[config.mk]
export PLATFORM = sky130hd
export DESIGN_NAME = mfm_sym_map
export DESIGN_NICKNAME = d
export VERILOG_FILES = /design/src/mfm_pkg.sv /design/src/mfm_xlat_if.sv /design/src/mfm_sym_map.sv /design/src/mfm_xlat.sv
export VERILOG_INCLUDE_DIRS = /design/src
export SDC_FILE = /design/constraint.sdc
export NUM_CORES = 1
export LEC_CHECK = 0
export BUFFER_PORTS_ARGS = -buffer_cell sky130_fd_sc_hd__buf_2
export CORE_MARGIN = 2
export CORE_UTILIZATION = 65
export DETAILED_ROUTE_END_ITERATION = 8
export GPL_TIMING_DRIVEN = 0
export MAX_ROUTING_LAYER = met4
export PLACE_DENSITY_LB_ADDON = 0.12
export SYNTH_ARGS = -nofsm -noshare
export SYNTH_HDL_FRONTEND = slang
export SYNTH_HIERARCHICAL = 1
export SYNTH_SLANG_ARGS = --single-unit
export TNS_END_PERCENT = 1
[constraint.sdc]
create_clock -name mclk_i -period 20.1 [get_ports mclk_i]
set_input_delay 5.025 -clock mclk_i [delete_from_list [all_inputs] [get_ports mclk_i]]
set_output_delay 5.025 -clock mclk_i [all_outputs]
set_load 0.01 [all_outputs]
[src/mfm_defs.svh]
// Purpose: Constants of the FSK symbol map
// Assumes: 32-bit register words on byte addresses
// Notes:   Included by its bare name
`ifndef MFM_DEFS_SVH
`define MFM_DEFS_SVH

`define MFM_OFS_MODE 8'h00
`define MFM_OFS_MODSEL 8'h04
`define MFM_OFS_SYNCMAP 8'h08
`define MFM_OFS_SYNC1 8'h0C
`define MFM_OFS_SYNC2 8'h10
`define MFM_OFS_SYMPER 8'h14
`define MFM_OFS_RXLEN 8'h18
`define MFM_OFS_STATUS 8'h1C
`define MFM_MODE_TXEN 0
`define MFM_MODE_FEC 1
`define MFM_MODE_LEGACY 2
`define MFM_MODE_CRC_LSB 4
`define MFM_MODE_SRCH_LSB 8
`define MFM_MODE_BLK_LSB 16
`define MFM_MODSEL_ORD 0
`define MFM_MODSEL_PRE2 2
`define MFM_MAP_S1 0
`define MFM_MAP_S2 2
`define MFM_ST_STATE 0
`define MFM_ST_HIT1 2
`define MFM_ST_HIT2 3
`define MFM_ST_ORD 4
`define MFM_ST_BADCODE 6
`define MFM_ST_BLKLONG 7
`define MFM_RST_MODE 32'h0000_0200
`define MFM_RST_MODSEL 32'h0000_0001
`define MFM_RST_SYNCMAP 32'h0000_000D
`define MFM_RST_SYNC1 32'h5F5F_A0A0
`define MFM_RST_SYNC2 32'h33CC_C333
`define MFM_RST_RXLEN 16'h0040
`define MFM_CLK_HZ 200000000
`define MFM_MAX_SYM_RATE 20000
`define MFM_MAX_BLK_BYTES 6'h30
`define MFM_SYNC_BITS 6'h20

`endif

[src/mfm_pkg.sv]
// Purpose: Types and symbol functions
// Assumes: Levels are odd integers in -15..+15
// Notes:   Scoped use only
package mfm_pkg;
    typedef enum logic [1:0] {MFM_ORD_2, MFM_ORD_4, MFM_ORD_8, MFM_ORD_16} mfm_order_t;
    typedef logic signed [4:0] mfm_lvl_t;
    typedef struct packed {
        logic ok;
        logic s1;
        logic s2;
        logic auto_sel;
    } mfm_srch_t;

    // Root raised cosine, alpha 0.2, two samples a symbol, centre tap last
    localparam logic signed [8:0] MFM_RRC [0:4] = '{9'sd6, -9'sd22, -9'sd6, 9'sd76, 9'sd127};

    function automatic logic [2:0] mfm_nbits(input mfm_order_t o);
        return 3'({1'b0, o} + 3'h1);
    endfunction : mfm_nbits

    function automatic logic [3:0] mfm_mag8(input logic [1:0] b);
        unique case (b)
            2'h0: return 4'h1;
            2'h1: return 4'h3;
            2'h2: return 4'h7;
            2'h3: return 4'h5;
        endcase
    endfunction : mfm_mag8

    function automatic mfm_lvl_t mfm_map(input mfm_order_t o, input logic [3:0] b);
        logic [3:0] mag;
        logic       neg;
        mag = 4'h1;
        neg = 1'b0;
        unique case (o)
            MFM_ORD_2: begin
                mag = 4'h3;
                neg = ~b[0];
            end
            MFM_ORD_4: begin
                mag = b[0] ? 4'h3 : 4'h1;
                neg = ~b[1];
            end
            MFM_ORD_8: begin
                mag = mfm_mag8(b[1:0]);
                neg = ~b[2];
            end
            MFM_ORD_16: begin
                mag = b[2] ? 4'(5'h10 - {1'b0, mfm_mag8(b[1:0])}) : mfm_mag8(b[1:0]);
                neg = ~b[3];
            end
        endcase
        return neg ? -$signed({1'b0, mag}) : $signed({1'b0, mag});
    endfunction : mfm_map

    function automatic logic [3:0] mfm_demap(input mfm_order_t o, input mfm_lvl_t l);
        logic [3:0] r;
        r = 4'h0;
        for (int i = 0; i < 16; i++) begin
            if (i < (1 << mfm_nbits(o)) && mfm_map(o, 4'(i)) == l) begin
                r = 4'(i);
            end
        end
        return r;
    endfunction : mfm_demap

    // Outermost level of every order lands on 105
    function automatic logic [6:0] mfm_gain(input mfm_order_t o);
        unique case (o)
            MFM_ORD_2:  return 7'h23;
            MFM_ORD_4:  return 7'h23;
            MFM_ORD_8:  return 7'h0F;
            MFM_ORD_16: return 7'h07;
        endcase
    endfunction : mfm_gain

    function automatic mfm_srch_t mfm_srch_dec(input logic [3:0] c);
        unique case (c)
            4'h2, 4'h9: return mfm_srch_t'(4'hE);
            4'h4, 4'hA: return mfm_srch_t'(4'hC);
            4'h5, 4'hB: return mfm_srch_t'(4'hA);
            4'hD:       return mfm_srch_t'(4'hF);
            default:    return mfm_srch_t'(4'h0);
        endcase
    endfunction : mfm_srch_dec
endpackage : mfm_pkg

[src/mfm_xlat_if.sv]
// Purpose: Symbol translation signals
// Assumes: Combinational answers
// Notes:   None
`timescale 1ns/1ps
`default_nettype none
interface mfm_xlat_if;
    mfm_pkg::mfm_order_t tx_ord;
    logic [3:0]          tx_bits;
    mfm_pkg::mfm_lvl_t   tx_lvl;
    logic signed [7:0]   tx_scaled;
    mfm_pkg::mfm_order_t rx_ord;
    mfm_pkg::mfm_lvl_t   rx_lvl;
    logic [3:0]          rx_bits;
    modport ctl (output tx_ord, tx_bits, rx_ord, rx_lvl, input tx_lvl, tx_scaled, rx_bits);
    modport xlat (input tx_ord, tx_bits, rx_ord, rx_lvl, output tx_lvl, tx_scaled, rx_bits);
endinterface : mfm_xlat_if
`default_nettype wire

[src/mfm_sym_map.sv]
// Purpose: Multilevel FSK order select, sync search and symbol mapping
// Assumes: Receive levels are hard decisions; one symbol per rx_vld_i
// Notes:
// Operation
// RL1: Symbol rate at most 20 ksymbols/s
// RL2: Root raised cosine shaping, roll-off 0.2
// RL3: Formatted blocks up to 48 bytes, CRC 8/16/32
// RL4: Preamble and sync sent as 4-level above 2-level
// RL5: 2-level: 2/4-level sync, no FEC
// RL6: Fixed receive uses payload_modulation_select order
// RL7: Sync-selected mode: detected sync picks order
// RL8: Mode bits 11-8 choose the sync search
// RL9: 2-level: 0 is -3, 1 is +3
// RL10: 4-level: 00,01,10,11 to -1,-3,+1,+3
// RL11: Legacy block types only with 4-level
// RL12: 8-level: sign bit, magnitudes 1,3,7,5
// RL13: 16-level: sign bit, magnitudes 1,3,7,5,15,13,9,11
// RL14: Outermost symbols share one peak deviation
// RL15: Host writes only listed search codes
`timescale 1ns/1ps
`default_nettype none
`include "mfm_defs.svh"
module mfm_sym_map #(
    parameter int MIN_SYM_CYC = `MFM_CLK_HZ / `MFM_MAX_SYM_RATE
) (
    input  wire logic               mclk_i,
    input  wire logic               sys_rst_i,
    input  wire logic [7:0]         reg_addr_i,
    input  wire logic [31:0]        reg_wdata_i,
    input  wire logic               reg_wr_i,
    input  wire logic               reg_rd_i,
    output logic      [31:0]        reg_rdata_o,
    input  wire logic [3:0]         tx_bits_i,
    input  wire logic               tx_hdr_i,
    input  wire logic               tx_vld_i,
    output logic                    tx_rdy_o,
    output logic signed [17:0]      mod_o,
    output logic                    mod_vld_o,
    input  wire logic signed [4:0]  rx_lvl_i,
    input  wire logic               rx_vld_i,
    output logic      [3:0]         rx_bits_o,
    output logic      [2:0]         rx_nbits_o,
    output logic                    rx_vld_o,
    output logic      [1:0]         rx_ord_o,
    output logic                    fec_en_o,
    output logic                    legacy_en_o,
    output logic      [1:0]         crc_sel_o,
    output logic      [5:0]         blk_len_o
);
    localparam logic [15:0] MIN_PER = 16'(MIN_SYM_CYC);

    if (MIN_SYM_CYC < 4 || MIN_SYM_CYC > 65535) begin : g_bad_cyc
        $error("MIN_SYM_CYC out of range");
    end

    typedef enum logic [1:0] {RX_IDLE, RX_SRCH, RX_PAY} mfm_rx_state_t;

    mfm_xlat_if xif ();

    mfm_xlat u_xlat (
        .x (xif.xlat)
    );

    logic [31:0]          mode_r, modsel_r, syncmap_r, sync1_r, sync2_r, rdata_r, sr_r;
    logic [15:0]          per_r, rxlen_r, cnt_r, pay_cnt_r;
    logic                 hit1_r, hit2_r, sym_stb_r, mid_stb_r, slot_full_r, slot_hdr_r;
    logic                 tx_rdy_r, push_r, rx_vld_r, fec_r, legacy_r;
    logic [3:0]           slot_bits_r, rx_bits_r;
    logic signed [7:0]    dl_r [0:8];
    logic signed [17:0]   mod_r;
    mfm_rx_state_t        rx_st_r;
    logic [5:0]           fill_r, blk_r;
    mfm_pkg::mfm_order_t  pay_ord_r;
    logic [2:0]           rx_nb_r;
    logic [1:0]           crc_r;

    mfm_pkg::mfm_order_t  sel_ord, hdr_ord, s1_ord, s2_ord, eff_ord;
    mfm_pkg::mfm_srch_t   srch;
    logic                 tx_en, take, restart, hit1, hit2;
    logic [31:0]          sr_nxt, status;
    logic [5:0]           fill_nxt, blk_req;
    logic [2:0]           rx_n;
    logic signed [17:0]   acc;

    // Decoded controls
    always_comb begin
        sel_ord = mfm_pkg::mfm_order_t'(modsel_r[`MFM_MODSEL_ORD +: 2]);
        s1_ord  = mfm_pkg::mfm_order_t'(syncmap_r[`MFM_MAP_S1 +: 2]);
        s2_ord  = mfm_pkg::mfm_order_t'(syncmap_r[`MFM_MAP_S2 +: 2]);
        hdr_ord = (sel_ord == mfm_pkg::MFM_ORD_2 && modsel_r[`MFM_MODSEL_PRE2])
                  ? mfm_pkg::MFM_ORD_2 : mfm_pkg::MFM_ORD_4; // RL4 RL5
        srch    = mfm_pkg::mfm_srch_dec(mode_r[`MFM_MODE_SRCH_LSB +: 4]); // RL8
        tx_en   = mode_r[`MFM_MODE_TXEN];
        take    = tx_vld_i & tx_rdy_r;
        restart = reg_wr_i && reg_addr_i <= `MFM_OFS_SYNC2 && reg_addr_i[1:0] == 2'h0;
        eff_ord = (!tx_en && rx_st_r == RX_PAY) ? pay_ord_r : sel_ord;
        blk_req = mode_r[`MFM_MODE_BLK_LSB +: 6];
    end

    // Register writes
    always_ff @(posedge mclk_i) begin
        if (sys_rst_i) begin
            mode_r    <= `MFM_RST_MODE;
            modsel_r  <= `MFM_RST_MODSEL;
            syncmap_r <= `MFM_RST_SYNCMAP;
            sync1_r   <= `MFM_RST_SYNC1;
            sync2_r   <= `MFM_RST_SYNC2;
            per_r     <= MIN_PER;
            rxlen_r   <= `MFM_RST_RXLEN;
        end else if (reg_wr_i) begin
            unique case (reg_addr_i)
                `MFM_OFS_MODE:    mode_r    <= reg_wdata_i;
                `MFM_OFS_MODSEL:  modsel_r  <= {29'h0, reg_wdata_i[2:0]};
                `MFM_OFS_SYNCMAP: syncmap_r <= {28'h0, reg_wdata_i[3:0]};
                `MFM_OFS_SYNC1:   sync1_r   <= reg_wdata_i;
                `MFM_OFS_SYNC2:   sync2_r   <= reg_wdata_i;
                `MFM_OFS_SYMPER: begin
                    per_r <= (reg_wdata_i[15:0] < MIN_PER) ? MIN_PER : reg_wdata_i[15:0]; // RL1
                end
                `MFM_OFS_RXLEN: begin
                    rxlen_r <= (reg_wdata_i[15:0] == 16'h0000) ? 16'h0001 : reg_wdata_i[15:0];
                end
                default: ;
            endcase
        end
    end

    // Sticky sync flags, write one to clear, a new hit wins
    always_ff @(posedge mclk_i) begin
        if (sys_rst_i) begin
            hit1_r <= 1'b0;
            hit2_r <= 1'b0;
        end else begin
            if (reg_wr_i && reg_addr_i == `MFM_OFS_STATUS) begin
                hit1_r <= hit1_r & ~reg_wdata_i[`MFM_ST_HIT1];
                hit2_r <= hit2_r & ~reg_wdata_i[`MFM_ST_HIT2];
            end
            if (rx_st_r == RX_SRCH && rx_vld_i && hit1) begin
                hit1_r <= 1'b1;
            end
            if (rx_st_r == RX_SRCH && rx_vld_i && !hit1 && hit2) begin
                hit2_r <= 1'b1;
            end
        end
    end

    always_comb begin
        status = 32'h0000_0000;
        status[`MFM_ST_STATE +: 2] = rx_st_r;
        status[`MFM_ST_HIT1]       = hit1_r;
        status[`MFM_ST_HIT2]       = hit2_r;
        status[`MFM_ST_ORD +: 2]   = eff_ord;
        status[`MFM_ST_BADCODE]    = ~srch.ok; // RL15
        status[`MFM_ST_BLKLONG]    = blk_req > `MFM_MAX_BLK_BYTES;
    end

    // Read data for one cycle
    always_ff @(posedge mclk_i) begin
        if (sys_rst_i || !reg_rd_i) begin
            rdata_r <= 32'h0000_0000;
        end else begin
            unique case (reg_addr_i)
                `MFM_OFS_MODE:    rdata_r <= mode_r;
                `MFM_OFS_MODSEL:  rdata_r <= modsel_r;
                `MFM_OFS_SYNCMAP: rdata_r <= syncmap_r;
                `MFM_OFS_SYNC1:   rdata_r <= sync1_r;
                `MFM_OFS_SYNC2:   rdata_r <= sync2_r;
                `MFM_OFS_SYMPER:  rdata_r <= {16'h0000, per_r};
                `MFM_OFS_RXLEN:   rdata_r <= {16'h0000, rxlen_r};
                `MFM_OFS_STATUS:  rdata_r <= status;
                default:          rdata_r <= 32'h0000_0000;
            endcase
        end
    end

    // Symbol and half-symbol strobes
    always_ff @(posedge mclk_i) begin
        if (sys_rst_i) begin
            cnt_r     <= 16'h0000;
            sym_stb_r <= 1'b0;
            mid_stb_r <= 1'b0;
        end else begin
            cnt_r     <= (cnt_r >= per_r - 16'h0001) ? 16'h0000 : cnt_r + 16'h0001; // RL1
            sym_stb_r <= cnt_r == 16'h0000;
            mid_stb_r <= cnt_r == {1'b0, per_r[15:1]};
        end
    end

    // One-symbol holding slot
    always_ff @(posedge mclk_i) begin
        if (sys_rst_i) begin
            slot_full_r <= 1'b0;
            slot_bits_r <= 4'h0;
            slot_hdr_r  <= 1'b0;
            tx_rdy_r    <= 1'b0;
        end else begin
            if (take) begin
                slot_full_r <= 1'b1;
                slot_bits_r <= tx_bits_i;
                slot_hdr_r  <= tx_hdr_i;
            end else if (sym_stb_r || !tx_en) begin
                slot_full_r <= 1'b0;
            end
            tx_rdy_r <= tx_en && !take && (!slot_full_r || sym_stb_r);
        end
    end

    always_comb begin
        xif.tx_ord  = slot_hdr_r ? hdr_ord : sel_ord; // RL4 RL5
        xif.tx_bits = slot_bits_r;
        xif.rx_ord  = (rx_st_r == RX_SRCH) ? hdr_ord : pay_ord_r;
        xif.rx_lvl  = rx_lvl_i;
    end

    // Two-times upsampled pulse shaping line
    always_ff @(posedge mclk_i) begin
        if (sys_rst_i) begin
            dl_r   <= '{default: 8'sh00};
            push_r <= 1'b0;
        end else begin
            push_r <= sym_stb_r || mid_stb_r;
            if (sym_stb_r || mid_stb_r) begin
                dl_r[0] <= (sym_stb_r && slot_full_r && tx_en) ? xif.tx_scaled : 8'sh00;
                for (int i = 1; i < 9; i++) begin
                    dl_r[i] <= dl_r[i-1];
                end
            end
        end
    end

    always_comb begin
        acc = 18'sh0_0000;
        for (int i = 0; i < 9; i++) begin
            acc = acc + 18'(dl_r[i]) * 18'(mfm_pkg::MFM_RRC[(i < 5) ? i : 8 - i]); // RL2
        end
    end

    always_ff @(posedge mclk_i) begin
        if (sys_rst_i) begin
            mod_r     <= 18'sh0_0000;
            mod_vld_o <= 1'b0;
        end else begin
            mod_r     <= acc; // RL2 RL14
            mod_vld_o <= push_r;
        end
    end

    // Sync search over the header order
    always_comb begin
        rx_n     = mfm_pkg::mfm_nbits(hdr_ord);
        sr_nxt   = (sr_r << rx_n) | {28'h000_0000, xif.rx_bits};
        fill_nxt = (fill_r + {3'h0, rx_n} >= `MFM_SYNC_BITS) ? `MFM_SYNC_BITS
                   : 6'(fill_r + {3'h0, rx_n});
        hit1     = srch.s1 && fill_nxt == `MFM_SYNC_BITS && sr_nxt == sync1_r; // RL6 RL8
        hit2     = srch.s2 && fill_nxt == `MFM_SYNC_BITS && sr_nxt == sync2_r; // RL6 RL8
    end

    always_ff @(posedge mclk_i) begin
        if (sys_rst_i) begin
            rx_st_r   <= RX_IDLE;
            sr_r      <= 32'h0000_0000;
            fill_r    <= 6'h00;
            pay_cnt_r <= 16'h0000;
            pay_ord_r <= mfm_pkg::MFM_ORD_4;
        end else if (restart || tx_en || !srch.ok) begin
            rx_st_r <= (tx_en || !srch.ok) ? RX_IDLE : RX_SRCH; // RL15
            sr_r    <= 32'h0000_0000;
            fill_r  <= 6'h00;
        end else begin
            unique case (rx_st_r)
                RX_IDLE: rx_st_r <= RX_SRCH;
                RX_SRCH: begin
                    if (rx_vld_i) begin
                        sr_r   <= sr_nxt;
                        fill_r <= fill_nxt;
                        if (hit1 || hit2) begin
                            rx_st_r   <= RX_PAY;
                            pay_cnt_r <= 16'h0000;
                            if (srch.auto_sel) begin
                                pay_ord_r <= hit1 ? s1_ord : s2_ord; // RL7
                            end else begin
                                pay_ord_r <= sel_ord; // RL6
                            end
                        end
                    end
                end
                RX_PAY: begin
                    if (rx_vld_i) begin
                        pay_cnt_r <= pay_cnt_r + 16'h0001;
                        if (pay_cnt_r >= rxlen_r - 16'h0001) begin
                            rx_st_r <= RX_SRCH;
                            sr_r    <= 32'h0000_0000;
                            fill_r  <= 6'h00;
                        end
                    end
                end
            endcase
        end
    end

    // Payload bit groups out
    always_ff @(posedge mclk_i) begin
        if (sys_rst_i) begin
            rx_bits_r <= 4'h0;
            rx_nb_r   <= 3'h0;
            rx_vld_r  <= 1'b0;
        end else begin
            rx_vld_r <= rx_st_r == RX_PAY && rx_vld_i && !restart && !tx_en && srch.ok;
            if (rx_st_r == RX_PAY && rx_vld_i) begin
                rx_bits_r <= xif.rx_bits; // RL6 RL7
                rx_nb_r   <= mfm_pkg::mfm_nbits(pay_ord_r);
            end
        end
    end

    // Coding controls; FEC and legacy gated by the active order
    always_ff @(posedge mclk_i) begin
        if (sys_rst_i) begin
            fec_r    <= 1'b0;
            legacy_r <= 1'b0;
            crc_r    <= 2'h0;
            blk_r    <= 6'h00;
        end else begin
            fec_r    <= mode_r[`MFM_MODE_FEC] && eff_ord != mfm_pkg::MFM_ORD_2; // RL5
            legacy_r <= mode_r[`MFM_MODE_LEGACY] && eff_ord == mfm_pkg::MFM_ORD_4; // RL11
            crc_r    <= mode_r[`MFM_MODE_CRC_LSB +: 2]; // RL3
            blk_r    <= (blk_req > `MFM_MAX_BLK_BYTES) ? `MFM_MAX_BLK_BYTES : blk_req; // RL3
        end
    end

    always_comb begin
        reg_rdata_o = rdata_r;
        tx_rdy_o    = tx_rdy_r;
        mod_o       = mod_r;
        rx_bits_o   = rx_bits_r;
        rx_nbits_o  = rx_nb_r;
        rx_vld_o    = rx_vld_r;
        rx_ord_o    = pay_ord_r;
        fec_en_o    = fec_r;
        legacy_en_o = legacy_r;
        crc_sel_o   = crc_r;
        blk_len_o   = blk_r;
    end
endmodule : mfm_sym_map
`default_nettype wire

[src/mfm_xlat.sv]
// Purpose: Bit group to level and back, scaled
// Assumes: Receive levels arrive as hard decisions
// Notes:   Combinational
`timescale 1ns/1ps
`default_nettype none
module mfm_xlat (
    mfm_xlat_if.xlat x
);
    logic signed [12:0] prod;

    always_comb begin
        x.tx_lvl    = mfm_pkg::mfm_map(x.tx_ord, x.tx_bits); // RL9 RL10 RL12 RL13
        prod        = x.tx_lvl * $signed({1'b0, mfm_pkg::mfm_gain(x.tx_ord)}); // RL14
        x.tx_scaled = prod[7:0];
        x.rx_bits   = mfm_pkg::mfm_demap(x.rx_ord, x.rx_lvl); // RL9 RL10 RL12 RL13
    end
endmodule : mfm_xlat
`default_nettype wire

==> results.yml <==
clock_tree:
  cts_made_buffers: 41
  cts_sinks: 361
  clkTransAtPathRegs_ns: 0.06
  post_cts_buffers: 0
  clock_latency_ns: 0.58
  root_buffer: "clkbuf_16"
  cts.htree.levels: 2
  clk_path_buf_depth: 3
  cts_resized: 0
  cts_tree: "built"
  cts_hold_buf: 0
cells_and_area:
  final_net_count: 3956
  drive_gt1_share_pct: 7.59
  final_cell_mix: "nand2_1, inv_1, dfxtp_1, a21oi_1, ha_1"
  finish.instance_area_um2: 30500
  final_common_cell: "nand2_1"
  area_growth_pct: 9.77
floorplanning:
  coreArea_um2: 42000
  die_h_um: 211
  fp.dieW_um: 211
  start_util_pct: 66.0
  rows: 75
  die_area_um2: 44400
  io_pins: 128
logic_synthesis:
  ys_warn_count: 6
  avgSynthCellArea_um2: 8.48
  synthCells: 3274
  synth_nets: 3794
  synth_area_um2: 27800
sta:
  hold_ws_ns: 0.459
  finalMaxSlewViolations: 0
  clock.fmax_mhz: 107
  final_hold_viol_count: 0
  finalSetupTns_ns: 0
  finalClockSkew_ns: 0.0241
  final.min_clock_period_ns: 9.35
  max_slew.worst_pin.slew_ns: 1.28
  rsz0062_at_grt: "false"
  setup_ws_ns: 10.75
  relSlewSlack_pct: 14.5
  setup_violations: 0
  fin_crit_sh_pct: 46.5
grt:
  groute.usage.overall_pct: 42.5
  grt_pass1_wl_um: 140000
  grt_pass1_vias: 25134
  grt_start_max_net_pins: 15
  grt_remaining_overflow: 0
  antenna_found_initial: 5
critical_path:
  r2r_end: "mod_o[17]"
  crit_family: "simple AND/OR/NAND/NOR gates"
  cp.depth: 17
  crit_end: "pay_cnt_r[8]"
  cp.arrival_ns: 9.81
  end_kind: "flop"
  crit_chain: "buf_2 > buf_4 > clkbuf_1 > nand3b_1 > mux2i_1 > a21boi_0 > or4b_1 > a21oi_1 > a21oi_1 > xnor2_1 > nor4_1 > nand3_1 > nor4_2 > o2111ai_1 > nand2_1 > buf_4 > a21oi_1"
  cp_slowest_stage_delay_ns: 0.62
  critPathMostFrequentCell: "a21oi_1"
  r2r_cells: 26
  reg2reg_slack_ns: 11.12
  path_buf_inv: 4
  r2r-start: "dl_r[9]"
  crit_type: "input port to flop"
  crit_start: "rx_lvl_i[3]"
  start_kind: "input port"
  crit_slowest_cell: "nor4_2"
  cp.required_ns: 20.56
  critPathMaxFanout: 10
placement:
  globalplace.congestion: 1.00
  io_buffers: 119
  pre_cts_ws_ns: 10.38
  placed_cell_area_um2: 29000
  hpwlAfterDp_um: 71400
run:
  max_cap_viol_count: 0
power_and_ir_drop:
  irDropWorstVdd_uv: 60.9
  power_density_nw_per_um2: 53.4
  p_leak_nw: 13.2
detailed_routing:
  vias: 25201
  via_per_inst: 6.29
  wl_per_cell_um: 22.9
  drc_errors: 0
  ant_nets: 0
  wirelength_um: 91800
  dr.pass1.iters: 9
  drt-initial-drc-count: 2387
worst_hold_path:
  hp-class: "flop to flop"
status:
  status: "completed"
==> flip-flops by register name, indices dropped and copies added (netlist names), 2 cells and up <==
signal	count
rx_ord_o	2
cnt_r	16
dl_r	72
syncmap_r	4
mod_o	18
modsel_r	3
rx_st_r	2
slot_bits_r	4
rx_bits_o	4
fill_r	6
sr_r	31
pay_cnt_r	16
rxlen_r	16
blk_len_o	6
per_r	16
reg_rdata_o	32
crc_sel_o	2
rx_nbits_o	3
sync1_r	32
sync2_r	32
mode_r	32
==> power by group <==
| group | leakage [nW] | internal [mW] | switching, mW | total (mW) |
|---|---|---|---|---|
| Clock | 0.691 | 0.485 | 0.318 | 0.803 |
| Sequential | 2.91 | 0.719 | 0.00440 | 0.723 |
| Combinational | 9.61 | 0.0289 | 0.0720 | 0.101 |
| Total | 13.2 | 1.23 | 0.394 | 1.63 |
==> worst min-delay path by stage <==
stage	start	end	slack, ns	cells after the start
after floorplan	push_r	mod_vld_o	0.41	1
after global placement	mode_r[7]	mode_r[7]	0.44	2
after detailed placement	rx_bits_o[2]	rx_bits_o[2]	0.44	2
after CTS	mode_r[23]	mode_r[23]	0.46	2
after global routing	rx_nbits_o[1]	rx_nbits_o[1]	0.47	2
final	mode_r[23]	mode_r[23]	0.46	2
==> worst reg2reg max path, stage by stage (launching register included) <==
cell       delay [ns]
dfxtp_1          0.46
inv_1            0.08
ha_1             0.33
fa_1             0.50
fa_1             0.61
inv_1            0.07
fa_1             0.45
inv_1            0.08
a21oi_1          0.06
o21ai_0          0.28
xor2_1           0.34
fa_1             0.48
inv_1            0.14
fa_1             0.47
fa_1             0.49
fa_1             0.51
inv_1            0.07
fa_1             0.52
fa_1             0.50
ha_1             0.27
a2111oi_0        0.69
nor4_1           0.17
a311o_1          0.33
o41ai_1          0.43
o21ai_0          0.21
xnor2_1          0.20
nor2_1           0.08
==> metrics by stage <==
stage	power [mW]	util (%)	instances
after detailed placement	0.835	69.0	3932
final	1.63	72.5	4009
after CTS	1.63	72.4	4002
after floorplan	0.792	-	3274
after global routing	1.66	72.5	4007
after global placement	0.833	69.0	3932
==> area by class of cell <==
| type | instances | area, um^2 |
|---|---|---|
| antenna | 7 | 17.5 |
| buffer | 158 | 691 |
| clock buffer | 52 | 1160 |
| clock inverter | 18 | 264 |
| fill | 3179 | 11600 |
| timing repair buffer | 119 | 596 |
| multi-input combinational | 2393 | 18500 |
| sequential | 361 | 7230 |
| tap | 539 | 674 |
| inverter | 362 | 1370 |
==> metal layers <==
metal  wire (um)  up-vias  track usage (%)  share of wire, %
met5           0        -                -                 0
met4        7790        0             31.8               8.5
met3        7870      463             7.58               8.6
met2       43200     1344             68.2                47
met1       32900    12066             47.5                36
li1            -    11328                -                 -
Note: power is estimated with default switching activity, not from simulation.
